[src/hdl/wbl_pkg.sv]
// Package for the ring tone warble divider: division ratios, warble ratios,
// Oscillator limits and the derived core clock counts.
// Assumes a 25 MHz core clock and an oscillator level sampled on that clock.
package wbl_pkg;

   // Core clock rate in hertz.
   localparam int unsigned WBL_CORE_CLK_HZ = 25_000_000;

   // Oscillator frequency limits in hertz (1.0 kHz to 10 kHz).
   localparam int unsigned WBL_OSC_MIN_HZ = 1_000;
   localparam int unsigned WBL_OSC_MAX_HZ = 10_000;

   // Longest oscillator period in core cycles, rounded up; beyond it the oscillator counts as stopped.
   localparam int unsigned WBL_OSC_STALL_CYC = (WBL_CORE_CLK_HZ + WBL_OSC_MIN_HZ - 1) / WBL_OSC_MIN_HZ;

   // Shortest oscillator period in core cycles, rounded down.
   localparam int unsigned WBL_OSC_MIN_CYC = WBL_CORE_CLK_HZ / WBL_OSC_MAX_HZ;

   // Tone division ratios and the count of high phases in each.
   localparam logic [2:0] WBL_DIV_HIGH_TONE = 3'h4;
   localparam logic [2:0] WBL_DIV_LOW_TONE = 3'h5;
   localparam logic [2:0] WBL_HIGH_LEN_4 = 3'h2;
   localparam logic [2:0] WBL_HIGH_LEN_5 = 3'h3;

   // Warble ratios of the three product variants.
   localparam logic [9:0] WBL_WARBLE_DIV_V1 = 10'h140;
   localparam logic [9:0] WBL_WARBLE_DIV_V2 = 10'h280;
   localparam logic [9:0] WBL_WARBLE_DIV_V3 = 10'h0A0;

   // Variant select codes.
   localparam logic [1:0] WBL_VARIANT_1 = 2'h0;
   localparam logic [1:0] WBL_VARIANT_2 = 2'h1;
   localparam logic [1:0] WBL_VARIANT_3 = 2'h2;

   // Oscillator ticks spent on each tone, half of one warble period.
   function automatic logic [8:0] wbl_half_ticks(input logic [1:0] variant);
      logic [9:0] full;
      full = WBL_WARBLE_DIV_V1;
      case (variant)
         WBL_VARIANT_2: full = WBL_WARBLE_DIV_V2;
         WBL_VARIANT_3: full = WBL_WARBLE_DIV_V3;
         default: full = WBL_WARBLE_DIV_V1;
      endcase
      return full[9:1];
   endfunction : wbl_half_ticks

endpackage : wbl_pkg

[src/hdl/wbl_tone_if.sv]
// Interface between the warble control and the tone divider.
// Assumes both ends share one clock and one active-low reset.
`timescale 1ns/1ps
interface wbl_tone_if (
   input wire logic clk,   // Core clock.
   input wire logic rst_n  // Asynchronous reset, active low.
);
   logic tick;      // One-cycle pulse per oscillator rising edge.
   logic enable;    // Tone divider runs while high.
   logic div5;      // High selects divide-by-5, low divide-by-4.
   logic tone;      // Divided square wave.
   logic cycle_end; // Pulse on the tick that ends a tone cycle.

   // Control end drives tick, enable and the ratio.
   modport ctl (input clk, input rst_n, output tick, output enable, output div5, input tone, input cycle_end);

   // Divider end answers with the tone and the cycle boundary.
   modport gen (input clk, input rst_n, input tick, input enable, input div5, output tone, output cycle_end);
endinterface : wbl_tone_if

[src/hdl/wbl_tone_div.sv]
// Tone divider: divides oscillator ticks by 4 or 5 into a square wave.
// Assumes the ratio changes only at a cycle boundary; it is latched there anyway.
`timescale 1ns/1ps
module wbl_tone_div
   import wbl_pkg::*;
(
   wbl_tone_if.gen tif  // Control link.
);

   typedef struct packed {
      logic [2:0] phase;
      logic cur_div5;
      logic tone;
   } wbl_div_state_t;

   wbl_div_state_t s;
   wbl_div_state_t next_s;
   logic [2:0] last;
   logic [2:0] high_len;

   // Last phase and high length of the ratio in use.
   assign last = s.cur_div5 ? WBL_DIV_LOW_TONE - 3'h1 : WBL_DIV_HIGH_TONE - 3'h1;
   assign high_len = s.cur_div5 ? WBL_HIGH_LEN_5 : WBL_HIGH_LEN_4;
   assign tif.cycle_end = tif.enable & tif.tick & (s.phase == last);
   assign tif.tone = s.tone;

   // Phase counter; while idle it rests on the last phase so the first tick opens a cycle.
   always_comb
   begin
      next_s = s;
      if (!tif.enable)
      begin
         next_s.cur_div5 = tif.div5;
         next_s.phase = tif.div5 ? WBL_DIV_LOW_TONE - 3'h1 : WBL_DIV_HIGH_TONE - 3'h1;
         next_s.tone = 1'b0;
      end
      else if (tif.tick)
      begin
         if (s.phase == last)
         begin
            next_s.phase = 3'h0;
            next_s.cur_div5 = tif.div5;
            next_s.tone = 1'b1;
         end
         else
         begin
            next_s.phase = s.phase + 3'h1;
            next_s.tone = (s.phase + 3'h1) < high_len;
         end
      end
   end

   // State register.
   always_ff @(posedge tif.clk or negedge tif.rst_n)
   begin
      if (!tif.rst_n)
      begin
         s <= '0;
      end
      else
      begin
         s <= next_s;
      end
   end

   // Wrap happens exactly after 4 or 5 ticks.
   a_div_wrap: assert property (@(posedge tif.clk) disable iff (!tif.rst_n)
      tif.cycle_end |-> (s.phase == (s.cur_div5 ? 3'h4 : 3'h3)))
      else $error("tone divider wrapped at wrong phase");

   // Each non-final tick advances the phase by one.
   a_div_step: assert property (@(posedge tif.clk) disable iff (!tif.rst_n)
      (tif.enable && tif.tick && !tif.cycle_end) |=> (s.phase == $past(s.phase) + 3'h1))
      else $error("tone divider phase did not advance");

   // The square wave rises only at the start of a cycle.
   a_tone_rise: assert property (@(posedge tif.clk) disable iff (!tif.rst_n)
      $rose(s.tone) |-> $past(tif.cycle_end))
      else $error("tone rose away from cycle start");

endmodule : wbl_tone_div

[src/hdl/wbl_ringer.sv]
// Ring tone warble generator top: oscillator edge detection, warble timing,
// Ring gating and the registered tone output.
// Assumes the oscillator, ringing-detect and variant inputs are synchronous to CORE_CLK.
// Functional notes
// - The tone is the oscillator divided by 4 or by 5, the two ratios alternating.
// - The ratio swaps at a warble rate of the oscillator over 320, 640 or 160 by variant.
// - The tone output is driven only while ringing is detected, otherwise it stays low.
// - The tone output is a two-level square wave at the selected divided frequency.
`timescale 1ns/1ps
module wbl_ringer
   import wbl_pkg::*;
#(
   parameter int unsigned OSC_STALL_CYC = WBL_OSC_STALL_CYC  // Core cycles without an edge that mean a stopped oscillator.
)
(
   input wire logic CORE_CLK,          // Core clock, 25 MHz.
   input wire logic RSTN,              // Asynchronous reset, active low.
   input wire logic OSC_IN,            // Oscillator level from the timing pin.
   input wire logic RING_VALID,        // Ringing-detect comparator, high on valid ringing.
   input wire logic [1:0] VARIANT,     // Warble variant select.
   output logic TONE_OUTPUT_PIN,       // Tone to the output stage.
   output logic TONE_LOW_SEL,          // High while divide-by-5 is selected.
   output logic OSC_ALIVE              // High while oscillator edges keep arriving.
);

   typedef struct packed {
      logic osc_prev;
      logic [15:0] idle_cnt;
      logic [1:0] variant;
      logic [8:0] warble_cnt;
      logic swap_pend;
      logic low_sel;
      logic tone_out;
      logic alive;
   } wbl_top_state_t;

   wbl_top_state_t s;
   wbl_top_state_t next_s;
   logic tick;
   logic active;
   logic reach;
   logic swap;
   logic [8:0] half;
   logic [15:0] stall_lim;

   wbl_tone_if tif (
      .clk(CORE_CLK),
      .rst_n(RSTN)
   );

   wbl_tone_div u_div (
      .tif(tif)
   );

   // Oscillator edge, stall limit and ring gating.
   assign tick = OSC_IN & ~s.osc_prev;
   assign stall_lim = 16'(OSC_STALL_CYC);
   assign active = RING_VALID & s.alive;
   assign half = wbl_half_ticks(s.variant);
   assign reach = active & tick & (s.warble_cnt == half - 9'h001);
   assign swap = tif.cycle_end & (s.swap_pend | reach);

   // Link to the divider; the ratio handed over is the one for the next cycle.
   assign tif.tick = tick;
   assign tif.enable = active;
   assign tif.div5 = next_s.low_sel;

   // Outputs come straight from the state register.
   assign TONE_OUTPUT_PIN = s.tone_out;
   assign TONE_LOW_SEL = s.low_sel;
   assign OSC_ALIVE = s.alive;

   // Next state of the whole block.
   always_comb
   begin
      next_s = s;
      next_s.osc_prev = OSC_IN;
      // Time since the last oscillator edge, saturating at the stall limit.
      if (tick)
      begin
         next_s.idle_cnt = 16'h0000;
      end
      else if (s.idle_cnt < stall_lim)
      begin
         next_s.idle_cnt = s.idle_cnt + 16'h0001;
      end
      next_s.alive = next_s.idle_cnt < stall_lim;
      if (!active)
      begin
         // Idle: take a new variant, restart warble on the high tone.
         next_s.variant = VARIANT;
         next_s.warble_cnt = 9'h000;
         next_s.swap_pend = 1'b0;
         next_s.low_sel = 1'b0;
      end
      else
      begin
         if (tick)
         begin
            next_s.warble_cnt = reach ? 9'h000 : s.warble_cnt + 9'h001;
         end
         // A half period ending waits for the tone cycle to finish before swapping.
         next_s.swap_pend = (s.swap_pend | reach) & ~swap;
         next_s.low_sel = s.low_sel ^ swap;
      end
      next_s.tone_out = active & tif.tone;
   end

   // State register.
   always_ff @(posedge CORE_CLK or negedge RSTN)
   begin
      if (!RSTN)
      begin
         s <= '0;
      end
      else
      begin
         s <= next_s;
      end
   end

   // Without ringing the output is low the next cycle.
   a_ring_gate: assert property (@(posedge CORE_CLK) disable iff (!RSTN)
      !RING_VALID |=> !TONE_OUTPUT_PIN)
      else $error("tone driven without valid ringing");

   // Warble counter stays below half a warble period.
   a_warble_bound: assert property (@(posedge CORE_CLK) disable iff (!RSTN)
      s.warble_cnt < half)
      else $error("warble counter past half period");

   // Reaching half a period restarts the warble count.
   a_warble_wrap: assert property (@(posedge CORE_CLK) disable iff (!RSTN)
      reach |=> (s.warble_cnt == 9'h000) && (s.swap_pend || $changed(s.low_sel)))
      else $error("warble half period not taken");

   // A ratio swap while ringing only follows a tone cycle end.
   a_swap_aligned: assert property (@(posedge CORE_CLK) disable iff (!RSTN)
      ($changed(s.low_sel) && $past(active)) |-> $past(tif.cycle_end))
      else $error("tone ratio swapped mid cycle");

   // The output follows the divider tone by one cycle while ringing.
   a_tone_follow: assert property (@(posedge CORE_CLK) disable iff (!RSTN)
      active |=> (TONE_OUTPUT_PIN == $past(tif.tone)))
      else $error("tone output does not follow divider");

endmodule : wbl_ringer

[config.mk]
export PLATFORM = sky130hd
export DESIGN_NAME = wbl_ringer
export DESIGN_NICKNAME = d
export VERILOG_FILES = /design/src/hdl/wbl_pkg.sv /design/src/hdl/wbl_tone_if.sv /design/src/hdl/wbl_tone_div.sv /design/src/hdl/wbl_ringer.sv
export SDC_FILE = /design/constraint.sdc
export NUM_CORES = 1
export LEC_CHECK = 0
export ABC_AREA = 1
export ABC_CLOCK_PERIOD_IN_PS = 2800
export BUFFER_PORTS_ARGS = -buffer_cell sky130_fd_sc_hd__buf_4
export CORE_MARGIN = 2
export CORE_UTILIZATION = 35
export DETAILED_ROUTE_END_ITERATION = 12
export SYNTH_ARGS = -nofsm -noshare
export SYNTH_HDL_FRONTEND = slang
export SYNTH_SLANG_ARGS = --single-unit
[constraint.sdc]
create_clock -name CORE_CLK -period 2.8 [get_ports CORE_CLK]
set_input_delay 0.14 -clock CORE_CLK [delete_from_list [all_inputs] [get_ports CORE_CLK]]
set_output_delay 0.14 -clock CORE_CLK [all_outputs]
set_load 0.03 [all_outputs]
Word level (Yosys, flattened, before mapping)

Cells that the tools add are included.

Add/subtract/negate cells: 4
$lt $le $gt $ge: 3
Equal/unequal tests: 6
Multiplexer cells: 14
Bitwise operators: 12
Reductions and logical operators: 1

Operators by type and width:

| operator                | number |
|---|---|
| $lt A16 B15 Y1 const B  | 2 |
| $mux W16                | 2 |
| $pmux W10 S2            | 1 |
| $mux W9                 | 2 |
| $add A16 B1 Y16 const B | 1 |
| $mux W11                | 1 |
| $mux W5                 | 2 |
| $add A9 B1 Y9 const B   | 1 |
| $eq A9 B9 Y1            | 1 |
| $mux W3                 | 3 |
| $sub A9 B1 Y9 const B   | 1 |
| $and A1 B1 Y1           | 8 |
| $ne A2 B1 Y1 const B    | 2 |
| $add A3 B1 Y3 const B   | 1 |
| $eq A3 B3 Y1            | 1 |
| $lt A3 B3 Y1            | 1 |
| $mux W1                 | 3 |
| $eq A2 B1 Y1 const B    | 1 |
| $eq A2 B2 Y1 const B    | 1 |
| $not A1 Y1              | 2 |
| $reduce_and A2 Y1       | 1 |
| $or A1 B1 Y1            | 1 |
| $xor A1 B1 Y1           | 1 |

Register bits: 37
Bits of input ports: 6
Output and inout port bits: 3
Logic and storage cells: 51

Logic depth before layout (Yosys ltp)

Gate-level depths: netlist of the first run.

Depth in word-level cells: 13
Gate-level depth with buffers: 15
Depth with buffers taken out: 15

By module

From an unflattened synthesis of the first run, not the netlist that was laid out.

Cell total of the unflattened synthesis: 333
Area total of the unflattened synthesis: 2413.6 um^2

Modules (own cells, without submodules):

| module       | times used | cells an instance | area each (um^2) | seq. area each (um^2) |
|---|---|---|---|---|
| wbl_ringer   | 1          | 288               | 2064.5           | 800.8 |
| wbl_tone_div | 1          | 45                | 349.1            | 125.1 |

Worst setup path before layout of the first run

No wires, ideal clock.

Path type: register to register
Start: register s[13] in the netlist's numbering
End: register u_div.s[1] in the netlist's numbering
Setup time: 118 ps
Arrival: 1561 ps
Required time: 2682 ps
Path slack: 1121 ps
Cell stages (with the launch flop): 11
Buffers on the path: 0
Period minus slack after synthesis: 1679 ps
Path through: dfrtp_1 inv_1 ha_1 xor2_1 nor2_1 nand4_1 or2_1 nand2_1 nand3_1 nand4_1 nand2_1

Longest elaborated chain between the ends: 12
Elaborated cells on any way between the ends: 13
Classes of those cells: 1 x add/sub; 3 x eq/ne; 5 x mux; 4 x bitwise

Ends and longest elaborated chain:

| element                                             | line               | RTL |
|---|---|---|
| from (decl)                                         | wbl_ringer.sv:37   | `wbl_top_state_t s;` |
| from (signal assigned)                              | wbl_ringer.sv:118  | `s <= next_s;` |
| $eq A2 B2 Y1 / $eq A2 B1 Y1 (equally long branches) | wbl_pkg.sv:39      | `case (variant)` |
| $pmux W10 S2 *                                      | wbl_pkg.sv:39      |  |
| $sub A9 B1 Y9 *                                     | wbl_ringer.sv:60   | `assign reach = active & tick & (s.warble_cnt == half - 9'h001);` |
| $eq A9 B9 Y1 *                                      | wbl_ringer.sv:60   |  |
| $and A1 B1 Y1 *                                     | wbl_ringer.sv:60   |  |
| $or A1 B1 Y1 *                                      | wbl_ringer.sv:61   | `assign swap = tif.cycle_end & (s.swap_pend \| reach);` |
| $and A1 B1 Y1 *                                     | wbl_ringer.sv:61   |  |
| $xor A1 B1 Y1 *                                     | wbl_ringer.sv:104  | `next_s.low_sel = s.low_sel ^ swap;` |
| $mux W11 *                                          | wbl_ringer.sv:88   | `if (!active)` |
| $mux W1                                             | wbl_tone_div.sv:39 | `if (s.phase == last)` |
| $mux W5                                             | wbl_tone_div.sv:37 | `else if (tif.tick)` |
| $mux W5 *                                           | wbl_tone_div.sv:31 | `if (!tif.enable)` |
| to (signal assigned)                                | wbl_tone_div.sv:62 | `s <= next_s;` |
| to (decl)                                           | wbl_tone_div.sv:16 | `wbl_div_state_t s;` |

Every way passes the cells marked *; elsewhere a longest branch is shown, timed or not. The select of a mux whose other input is x is not followed.
A chain may end at the register's enable or synchronous reset.

==> results of run 1 <==
-- Yosys cell counts, types with 2 or more instances --
cell type,number
nor3_1,2
dfrtp_1,37
o21ai_0,11
nand3_1,30
ha_1,7
nand2_2,4
xor2_1,10
inv_2,4
nor2_1,33
o22ai_1,7
nor2_2,2
a21oi_1,5
xnor2_1,4
nand4_1,11
inv_1,43
nand2_1,87
nor2_4,2
-- stage by stage --
step	hold slack, ns	setup WS [ns]	std cells	total power [mW]	instance area [um^2]
5_1_grt	0.05448	0.6565	406	1.250	2554
2_1_floorplan	-0.1556	1.121	313	0.7256	2308
6_report	0.05125	0.8890	406	1.170	2554
3_5_place_dp	0.1415	0.9202	396	0.7819	2437
3_3_place_gp	0.1388	0.9210	396	0.7831	2437
4_1_cts	0.04656	0.8850	406	1.189	2554
-- metal layers --
layer  global-route usage, %  share of wire (%)  routed length [um]
met4                   6.349                1.8                  84
met3                   3.113                2.9                 137
met1                   19.59                 49                2320
met2                   24.08                 47                2229
met5                       0                  0                   0
-- cells by family (layout without fill, tap and decap cells) --
group	count (synthesis)	count (layout)	synth area share, %
AOI/OAI and AO/OA	27	27	7.046
xor gates and xnor gates	14	14	5.311
adders and majority gates	7	7	3.794
buffers and inverters	51	67	9.213
DFF	37	37	40.11
and+or+nand+nor	177	177	34.53
-- layout make-up --
type	instances	area (um^2)
inverter	49	185.2
timing repair buffer	10	80.08
clock inverter	2	13.76
multi-input combinational	225	1170
sequential	37	925.9
tap	77	96.34
fill	663	3796
clock buffer	6	82.58
-- path summary, 6_finish.rpt --
| check | start | to | slack [ns] |
|---|---|---|---|
| worst max-delay path | s[15] | OSC_ALIVE | 0.89 |
| worst min-delay path | VARIANT[1] | s[14] | 0.05 |
| worst max register to register | s[15] | OSC_ALIVE | 0.89 |
| min in group asynchronous | RSTN | s[14] | 0.34 |
| max in group asynchronous | RSTN | s[22] | 2.13 |
| worst min register to register | u_div.tif.tone | TONE_OUTPUT_PIN | 0.50 |
-- power by group through the flow --
stage | Clock, mW | Sequential [mW] | Combinational [mW]
2_1_floorplan | 0 | 0.616 | 0.109
3_3_place_gp | 0 | 0.629 | 0.154
3_5_place_dp | 0 | 0.629 | 0.153
4_1_cts | 0.415 | 0.618 | 0.156
5_1_grt | 0.445 | 0.626 | 0.179
6_report | 0.401 | 0.616 | 0.152
-- worst max-delay path, stage by stage, from the launching register on --
cell,delay [ns]
dfrtp_1,0.47
ha_1,0.21
nand3_1,0.14
nor2_1,0.29
nand3_1,0.11
nand2_1,0.07
nand2_1,0.05
nand2_1,0.10
nand4_1,0.08
nor2_1,0.12
nand2_1,0.06
nor2_1,0.08
nor2_1,0.04
-- flip-flops by register name (all words and copies together), names as in the netlist --
register	count
OSC_ALIVE	1
TONE_LOW_SEL	1
TONE_OUTPUT_PIN	1
s	29
u_div.s	4
u_div.tif.tone	1
-- cell usage in the layout (no fill, tap or decap), types with 2 or more instances in the layout --
cell           Yosys  layout
nor2_2             2       2
xor2_1            10      10
clkinv_2           1       2
a21oi_1            5       5
nand3_1           30      30
inv_1             43      43
nor2_4             2       2
inv_2              4       4
buf_4              1       8
ha_1               7       7
dfrtp_1           37      37
nor3_1             2       2
nand2_1           87      87
nand2_2            4       4
dlygate4sd3_1      0       2
o21ai_0           11      11
nand4_1           11      11
clkbuf_8           0       6
xnor2_1            4       4
nor2_1            33      33
o22ai_1            7       7
==> impl_metrics.toml, run 1 <==
[worst_setup_path]
required_ns = 3.00
cp.arrival_ns = 2.11
end_kind = "register"
reg2regPathDepth = 12
start_kind = "register"
crit_path_max_fanout = 7
path_class = "reg -> reg"

[power_and_ir_drop]
intPower_mw = 0.8293
switchingPower_mw = 0.3403
ir_worst_vdd_mv = 0.2649
power_density_nw_per_um2 = 458.0
swShare_pct = 29.09
p_leak_nw = 1.244
pwr-share-comb_pct = 13.0
clockPowerShare_pct = 34.3
p_seq_share_pct = 52.7

[synth]
syn_nets = 326
ys.warnings.count = 0
yosys.area.top_type = "dfrtp_1"
syn_inst = 313
synth-async-reset-ratio_pct = 100.0
ys_ff_latch = 37
yosysUniqueCellTypes = 31
avgSynthCellArea_um2 = 7.375
syn_area_um2 = 2308
synth_area_leaders = "dfrtp_1, nand2_1, inv_1"
synth_ff_type = "dfrtp_1"
yosysSeqAreaShare_pct = 40.11
synthDominantCellAreaShare_pct = 40.11
synth-edff-count = 0

[finish]
drive_above_1_share_pct = 10.03
num_antenna_cells = 0
nNetsFinal = 341
areaGrowthSynthToFinish_pct = 10.62
utilization_pct = 40.22

[timing]
tightest_slew_ns = 0.4728
rsz0062_at_grt = "no"
slew_headroom_pct = 68.48
clock.fmax_mhz = 523.3
finalCritPeriodShare_pct = 68.25
drv_slew = 0
fin_setup_tns_ns = 0
finalHoldViolCount = 0
finalSetupViolations = 0
layout_min_cycle_time_ns = 1.911
skew_ns = 0.009843

[routing]
drtIter0Drc = 175
dr.pass1.iters = 4
wl_per_cell_um = 11.75
drc = 0
wl_mm = 4.771
drtAntennaViolNets = 0
vias_per_cell = 4.887
vias = 1984

[hold_path]
hold_path_class = "in -> reg"
min_path_cells = 3

[cts]
cts_num_sinks = 37
cts_max_path_buffers = 2
post_cts_resized = 0
clk_latency_ns = 0.30
h-tree-depth = 2
cts_tree = "built"
cts.root.buffer_cell = "clkbuf_8"
holdBufCountCts = 2
post_cts_buffers = 0
clkTransAtPathRegs_ns = 0.08
cts_buffers = 5

[die]
dieArea_um2 = 7262
die_y_um = 85.22
initial_utilization_pct = 36.35
core_um2 = 6350
io_pins = 9
rows = 29
die_w_um = 85.22

[global_routing]
grt_use_total_pct = 14.98
grt_pass1_vias = 1959
antenna_found_initial = 0
grt_pass1_wl_mm = 8.700
grt_max_degree = 38
grt_overflow = 0

[placed_design]
dp_hpwl_mm = 3.545
numPortBuffers = 8
gp_congestion = 0.8545

[run]
cap_viol_max_count = 0

[run_status]
status = "finished clean"
No activity file was read; power rests on OpenSTA's default activity.
==> run 2, diff against run 1 <==
Settings changed: ABC_CLOCK_PERIOD_IN_PS 2800 to 1750.
Clock period 2.8 ns to 1.75 ns, I/O delays scaled along.
==> impl_metrics.toml, run 2 (synthesized netlist as in run 1, its figures left out) <==
[routing]
drtAntennaViolNets = 0
vias = 2188
wl_mm = 5.804
drc = 0
vias_per_cell = 4.841
drtIter0Drc = 121
dr.pass1.iters = 4
wl_per_cell_um = 12.84

[power_and_ir_drop]
power_density_nw_per_um2 = 664.4
p_leak_nw = 1.504
switchingPower_mw = 0.5846
clockPowerShare_pct = 37.2
swShare_pct = 27.83
pwr-share-comb_pct = 15.5
ir_worst_vdd_mv = 0.4601
p_seq_share_pct = 47.3
intPower_mw = 1.516

[finish]
num-fill-cells = 603
regArea_um2 = 928.4
top_register = "s"
areaGrowthSynthToFinish_pct = 36.96
drive_above_1_share_pct = 34.40
num_antenna_cells = 0
layout_common_cells = "nand2_1, buf_4, inv_1"
mostFrequentLayoutCell = "nand2_1"
nNetsFinal = 387
largest_reg_flops = 29
fin_area_um2 = 3162
multiInputGateArea_um2 = 1369
reg_top3 = "s: 29 flops, u_div.s: 4 flops"

[timing]
rsz0062_at_grt = "yes"
tightest_slew_ns = 0.4812
slew_headroom_pct = 67.92
finalSetupViolations = 1
layout_min_cycle_time_ns = 1.758
setup_slack_ns = -0.008296
clock.fmax_mhz = 568.7
timing.hold.ws_ns = 0.01367
skew_ns = 0.004094
finalCritPeriodShare_pct = 100.5
drv_slew = 0
finalHoldViolCount = 0

[global_routing]
grt_max_degree = 38
grt_pass1_wl_mm = 9.211
grt_overflow = 0
antenna_found_initial = 0
grt_use_total_pct = 15.84
grt_pass1_vias = 2011

[placed_design]
gp_congestion = 0.8841
placed_area_um2 = 2655
dp_hpwl_mm = 3.852
numPortBuffers = 8
dp_slack_ns = -0.03578

[cts]
cts_buffers = 5
clk_latency_ns = 0.29
cts.root.buffer_cell = "clkbuf_8"
clkTransAtPathRegs_ns = 0.08
cts_num_sinks = 37
h-tree-depth = 2
cts_tree = "built"
cts_max_path_buffers = 2

[die]
initial_utilization_pct = 36.35
dieArea_um2 = 7262
die_y_um = 85.22
die_w_um = 85.22
rows = 29
core_um2 = 6350
io_pins = 9

[hold_path]
hold_path_class = "in -> reg"

[worst_setup_path]
start_kind = "register"
cp.arrival_ns = 1.95
end_kind = "register"
required_ns = 1.94
path_class = "reg -> reg"
crit_path_max_fanout = 6

[run_status]
violations = "setup timing"
status = "complete, but fails checks"

[run]
cap_viol_max_count = 0
==> run 2: metrics by stage <==
stage | std cells | total power, mW | utilization (%) | setup TNS [ns]
2_1_floorplan | 313 | 1.161 | - | 0
3_3_place_gp | 425 | 1.279 | 41.81 | -0.03070
3_5_place_dp | 425 | 1.283 | 41.81 | -0.03578
4_1_cts | 435 | 2.076 | 44.08 | -0.01342
5_1_grt | 452 | 2.206 | 49.79 | -0.3301
6_report | 452 | 2.101 | 49.79 | -0.008296
==> run 2: power by group through the flow <==
stage / registers (mW) / logic, mW / clock network, mW
3_3_place_gp: 0.984 / 0.295 / 0
3_5_place_dp: 0.987 / 0.295 / 0
6_report: 0.994 / 0.325 / 0.782
2_1_floorplan: 0.986 / 0.175 / 0
4_1_cts: 0.970 / 0.300 / 0.806
5_1_grt: 1.00 / 0.368 / 0.834
==> run 2: repair_timing <==
action,4_1_cts,5_1_grt
hold endpoints to repair,38,0
hold buffers,2,0
gates resized for setup,3,74
buffers inserted,0,16
pin swaps,0,36
gates cloned,0,1
setup endpoints to repair,3,7
==> run 2: layout make-up <==
type / count / share of cell area (%)
clock buffer: 7 / 2.731
timing repair buffer: 55 / 14.29
clock inverter: 1 / 0.9497
sequential: 37 / 29.36
multi-input combinational: 226 / 43.29
inverter: 49 / 6.332
tap: 77 / 3.047
==> run 2: path summary, 6_finish.rpt <==
| check | from | endpoint | slack [ns] | cells past startpoint |
|---|---|---|---|---|
| max in group asynchronous | RSTN | s[21] | 1.10 | 2 |
| min in group asynchronous | RSTN | s[17] | 0.30 | 2 |
| worst min register to register | u_div.tif.tone | TONE_OUTPUT_PIN | 0.50 | 2 |
| worst max register to register | s[23] | OSC_ALIVE | -0.008 | 14 |
| worst min-delay path | VARIANT[1] | s[14] | 0.01 | 3 |
| worst max-delay path | s[23] | OSC_ALIVE | -0.008 | 14 |
==> run 2: per-layer routing <==
| metal | vias up | global-route usage (%) | wire length [um] |
|---|---|---|---|
| li1 | 1115 | - | - |
| met1 | 1012 | 20.61 | 2637 |
| met2 | 55 | 26.07 | 2896 |
| met3 | 6 | 3.405 | 219 |
| met4 | 0 | 5.483 | 50 |
| met5 | - | 0 | 0 |
==> run 2: critical path, stage by stage, from the launching register on <==
cell      delay [ns]
dfrtp_1         0.39
inv_2           0.06
nor2_2          0.11
nand2_2         0.08
nor2_4          0.15
nand2_4         0.10
nand2_8         0.13
clkinv_8        0.08
buf_8           0.13
nand3_1         0.07
nand3_2         0.08
nand2_2         0.07
nand2_1         0.05
nor2_1          0.10
nor2_1          0.05
==> run 3, diff against run 2 <==
Settings changed: ABC_AREA 1 to 0.
==> impl_metrics.toml, run 3 <==
[power_and_ir_drop]
intPower_mw = 1.464
clockPowerShare_pct = 30.3
pwr-share-comb_pct = 23.7
swShare_pct = 30.97
p_seq_share_pct = 46.0
switchingPower_mw = 0.6569
power.total_mw = 2.121
power_density_nw_per_um2 = 673.6
ir_worst_vdd_mv = 0.3444
p_leak_nw = 1.419

[finish]
final_cells = 396
drive_above_1_share_pct = 39.56
utilization_pct = 53.19
areaGrowthSynthToFinish_pct = 46.51
top_register = "s"
layout_common_cells = "buf_4, dfrtp_1, nor2_1"
nNetsFinal = 333
fin_area_um2 = 3149
num_antenna_cells = 0
mostFrequentLayoutCell = "buf_4"
reg_top3 = "s: 29 flops, u_div.s: 4 flops"
largest_reg_flops = 29

[worst_setup_path]
end_kind = "register"
path_class = "reg -> reg"
cp.arrival_ns = 2.20
crit_path_max_fanout = 3
reg2reg_from = "s[27]"
start_kind = "register"
startpoint = "s[27]"
required_ns = 1.93

[die]
die_y_um = 82.37
dieArea_um2 = 6785
io_pins = 9
die_w_um = 82.37
initial_utilization_pct = 36.31
rows = 28
core_um2 = 5921

[hold_path]
hold_start = "RING_VALID"
hold_path_class = "in -> reg"

[routing]
vias = 2049
drtAntennaViolNets = 0
drc = 0
vias_per_cell = 5.174
dr.pass1.iters = 4
drtIter0Drc = 104
wl_per_cell_um = 14.35
wl_mm = 5.681

[placed_design]
gp_congestion = 0.8728
placed_cells = 372
dp_hpwl_mm = 3.836
placed_area_um2 = 2741
numPortBuffers = 8

[global_routing]
grt_pass1_wl_mm = 9.701
antenna_found_initial = 0
grt_max_degree = 38
grt_pass1_vias = 2042
grt_overflow = 0
grt_use_total_pct = 19.00

[synth]
synth_most_common_cell = "dfrtp_1"
synth_ff_type = "dfrtp_1"
ys.warnings.count = 0
syn_area_um2 = 2150
syn_nets = 255
yosysSeqAreaShare_pct = 43.07
synth-async-reset-ratio_pct = 100.0
synth_area_leaders = "dfrtp_1, nor2_1, o21ai_0"
yosysUniqueCellTypes = 43
synth-edff-count = 0
avgSynthCellArea_um2 = 8.882
syn_inst = 242
synthTopCellsByCount = "dfrtp_1, nor2_1, nand2_1"
synthDominantCellAreaShare_pct = 43.07
ys_ff_latch = 37
yosys.area.top_type = "dfrtp_1"

[timing]
setup_slack_ns = -0.2739
skew_ns = 0.007740
slew_headroom_pct = 61.83
layout_min_cycle_time_ns = 2.024
clock.fmax_mhz = 494.1
drv_slew = 0
finalHoldViolCount = 0
finalSetupViolations = 7
tightest_slew_ns = 0.5705
finalCritPeriodShare_pct = 115.7
fin_setup_tns_ns = -0.4695
rsz0062_at_grt = "yes"

[cts]
cts_num_sinks = 37
clk_latency_ns = 0.30
cts_max_path_buffers = 2
cts_tree = "built"
clkTransAtPathRegs_ns = 0.09
cts.root.buffer_cell = "clkbuf_8"
h-tree-depth = 2
cts_buffers = 5

[run_status]
violations = "setup timing"
status = "complete, but fails checks"

[run]
cap_viol_max_count = 0
## run 3: per-layer routing
| layer | track usage (%) | up-vias | routed length [um] |
|---|---|---|---|
| met1 | 25.22 | 1002 | 2718 |
| met2 | 31.53 | 28 | 2756 |
| met5 | 0 | - | 0 |
| met3 | 3.696 | 6 | 137 |
| met4 | 5.167 | 0 | 68 |
| li1 | - | 1013 | - |
## run 3: per-stage QoR
| stage | worst slack [ns] | hold slack, ns |
|---|---|---|
| final | -0.2739 | 0.05116 |
| after global routing | -0.3646 | 0.04900 |
| after CTS | -0.2473 | 0.05059 |
| after detailed placement | -0.2745 | 0.08540 |
| after global placement | -0.2278 | 0.08200 |
| after floorplan | -0.1633 | -0.2081 |
## run 3: layout make-up
type / instances / area, um^2
clock buffer: 5 / 68.82
clock inverter: 3 / 22.52
fill: 538 / 2771
inverter: 6 / 22.52
multi-input combinational: 189 / 1371
sequential: 37 / 928.4
tap: 75 / 93.84
timing repair buffer: 81 / 641.9
## run 3: logic make-up (layout without fill, tap and decap cells)
| group | after synthesis | count (layout) | share of synthesized area (%) |
|---|---|---|---|
| AO/OA/AOI/OAI | 56 | 56 | 16.65 |
| XOR/XNOR | 18 | 18 | 7.335 |
| adder cells (fa/ha/maj) | 7 | 7 | 4.074 |
| buffers and inverters | 16 | 95 | 3.027 |
| flip-flops | 37 | 37 | 43.07 |
| AND/OR/NAND/NOR | 108 | 108 | 25.84 |
## run 3: worst paths after layout
| check | to | slack [ns] | cells after the start |
|---|---|---|---|
| min reg2reg | s[6] | 0.50 | 1 |
| min | TONE_OUTPUT_PIN | 0.05 | 2 |
| min in group asynchronous | s[7] | 0.29 | 2 |
| max | OSC_ALIVE | -0.27 | 7 |
| max reg2reg | OSC_ALIVE | -0.27 | 7 |
| max in group asynchronous | s[17] | 1.10 | 2 |
## run 3: what timing repair did
action                     in CTS  in global routing
resized for setup              33                 20
buffers inserted                5                  7
hold endpoints to repair       40                  0
pin swaps                      16                 19
setup endpoints to repair      14                 26
hold buffers                    4                  0
## run 3: critical path, stage by stage (launching register included)
cell and delay (ns):
dfrtp_1 0.42, nor4_4 0.37, o211ai_1 0.17, buf_4 0.18, a221oi_2 0.20, o211ai_1 0.13
a221oi_2 0.32, o31ai_1 0.11
## run 3: power by group through the flow
| stage | clock network, mW | registers [mW] | logic, mW |
|---|---|---|---|
| 2_1_floorplan | 0 | 0.968 | 0.237 |
| 3_3_place_gp | 0 | 0.990 | 0.423 |
| 3_5_place_dp | 0 | 0.991 | 0.433 |
| 4_1_cts | 0.666 | 0.978 | 0.474 |
| 5_1_grt | 0.711 | 0.988 | 0.563 |
| 6_report | 0.643 | 0.976 | 0.502 |
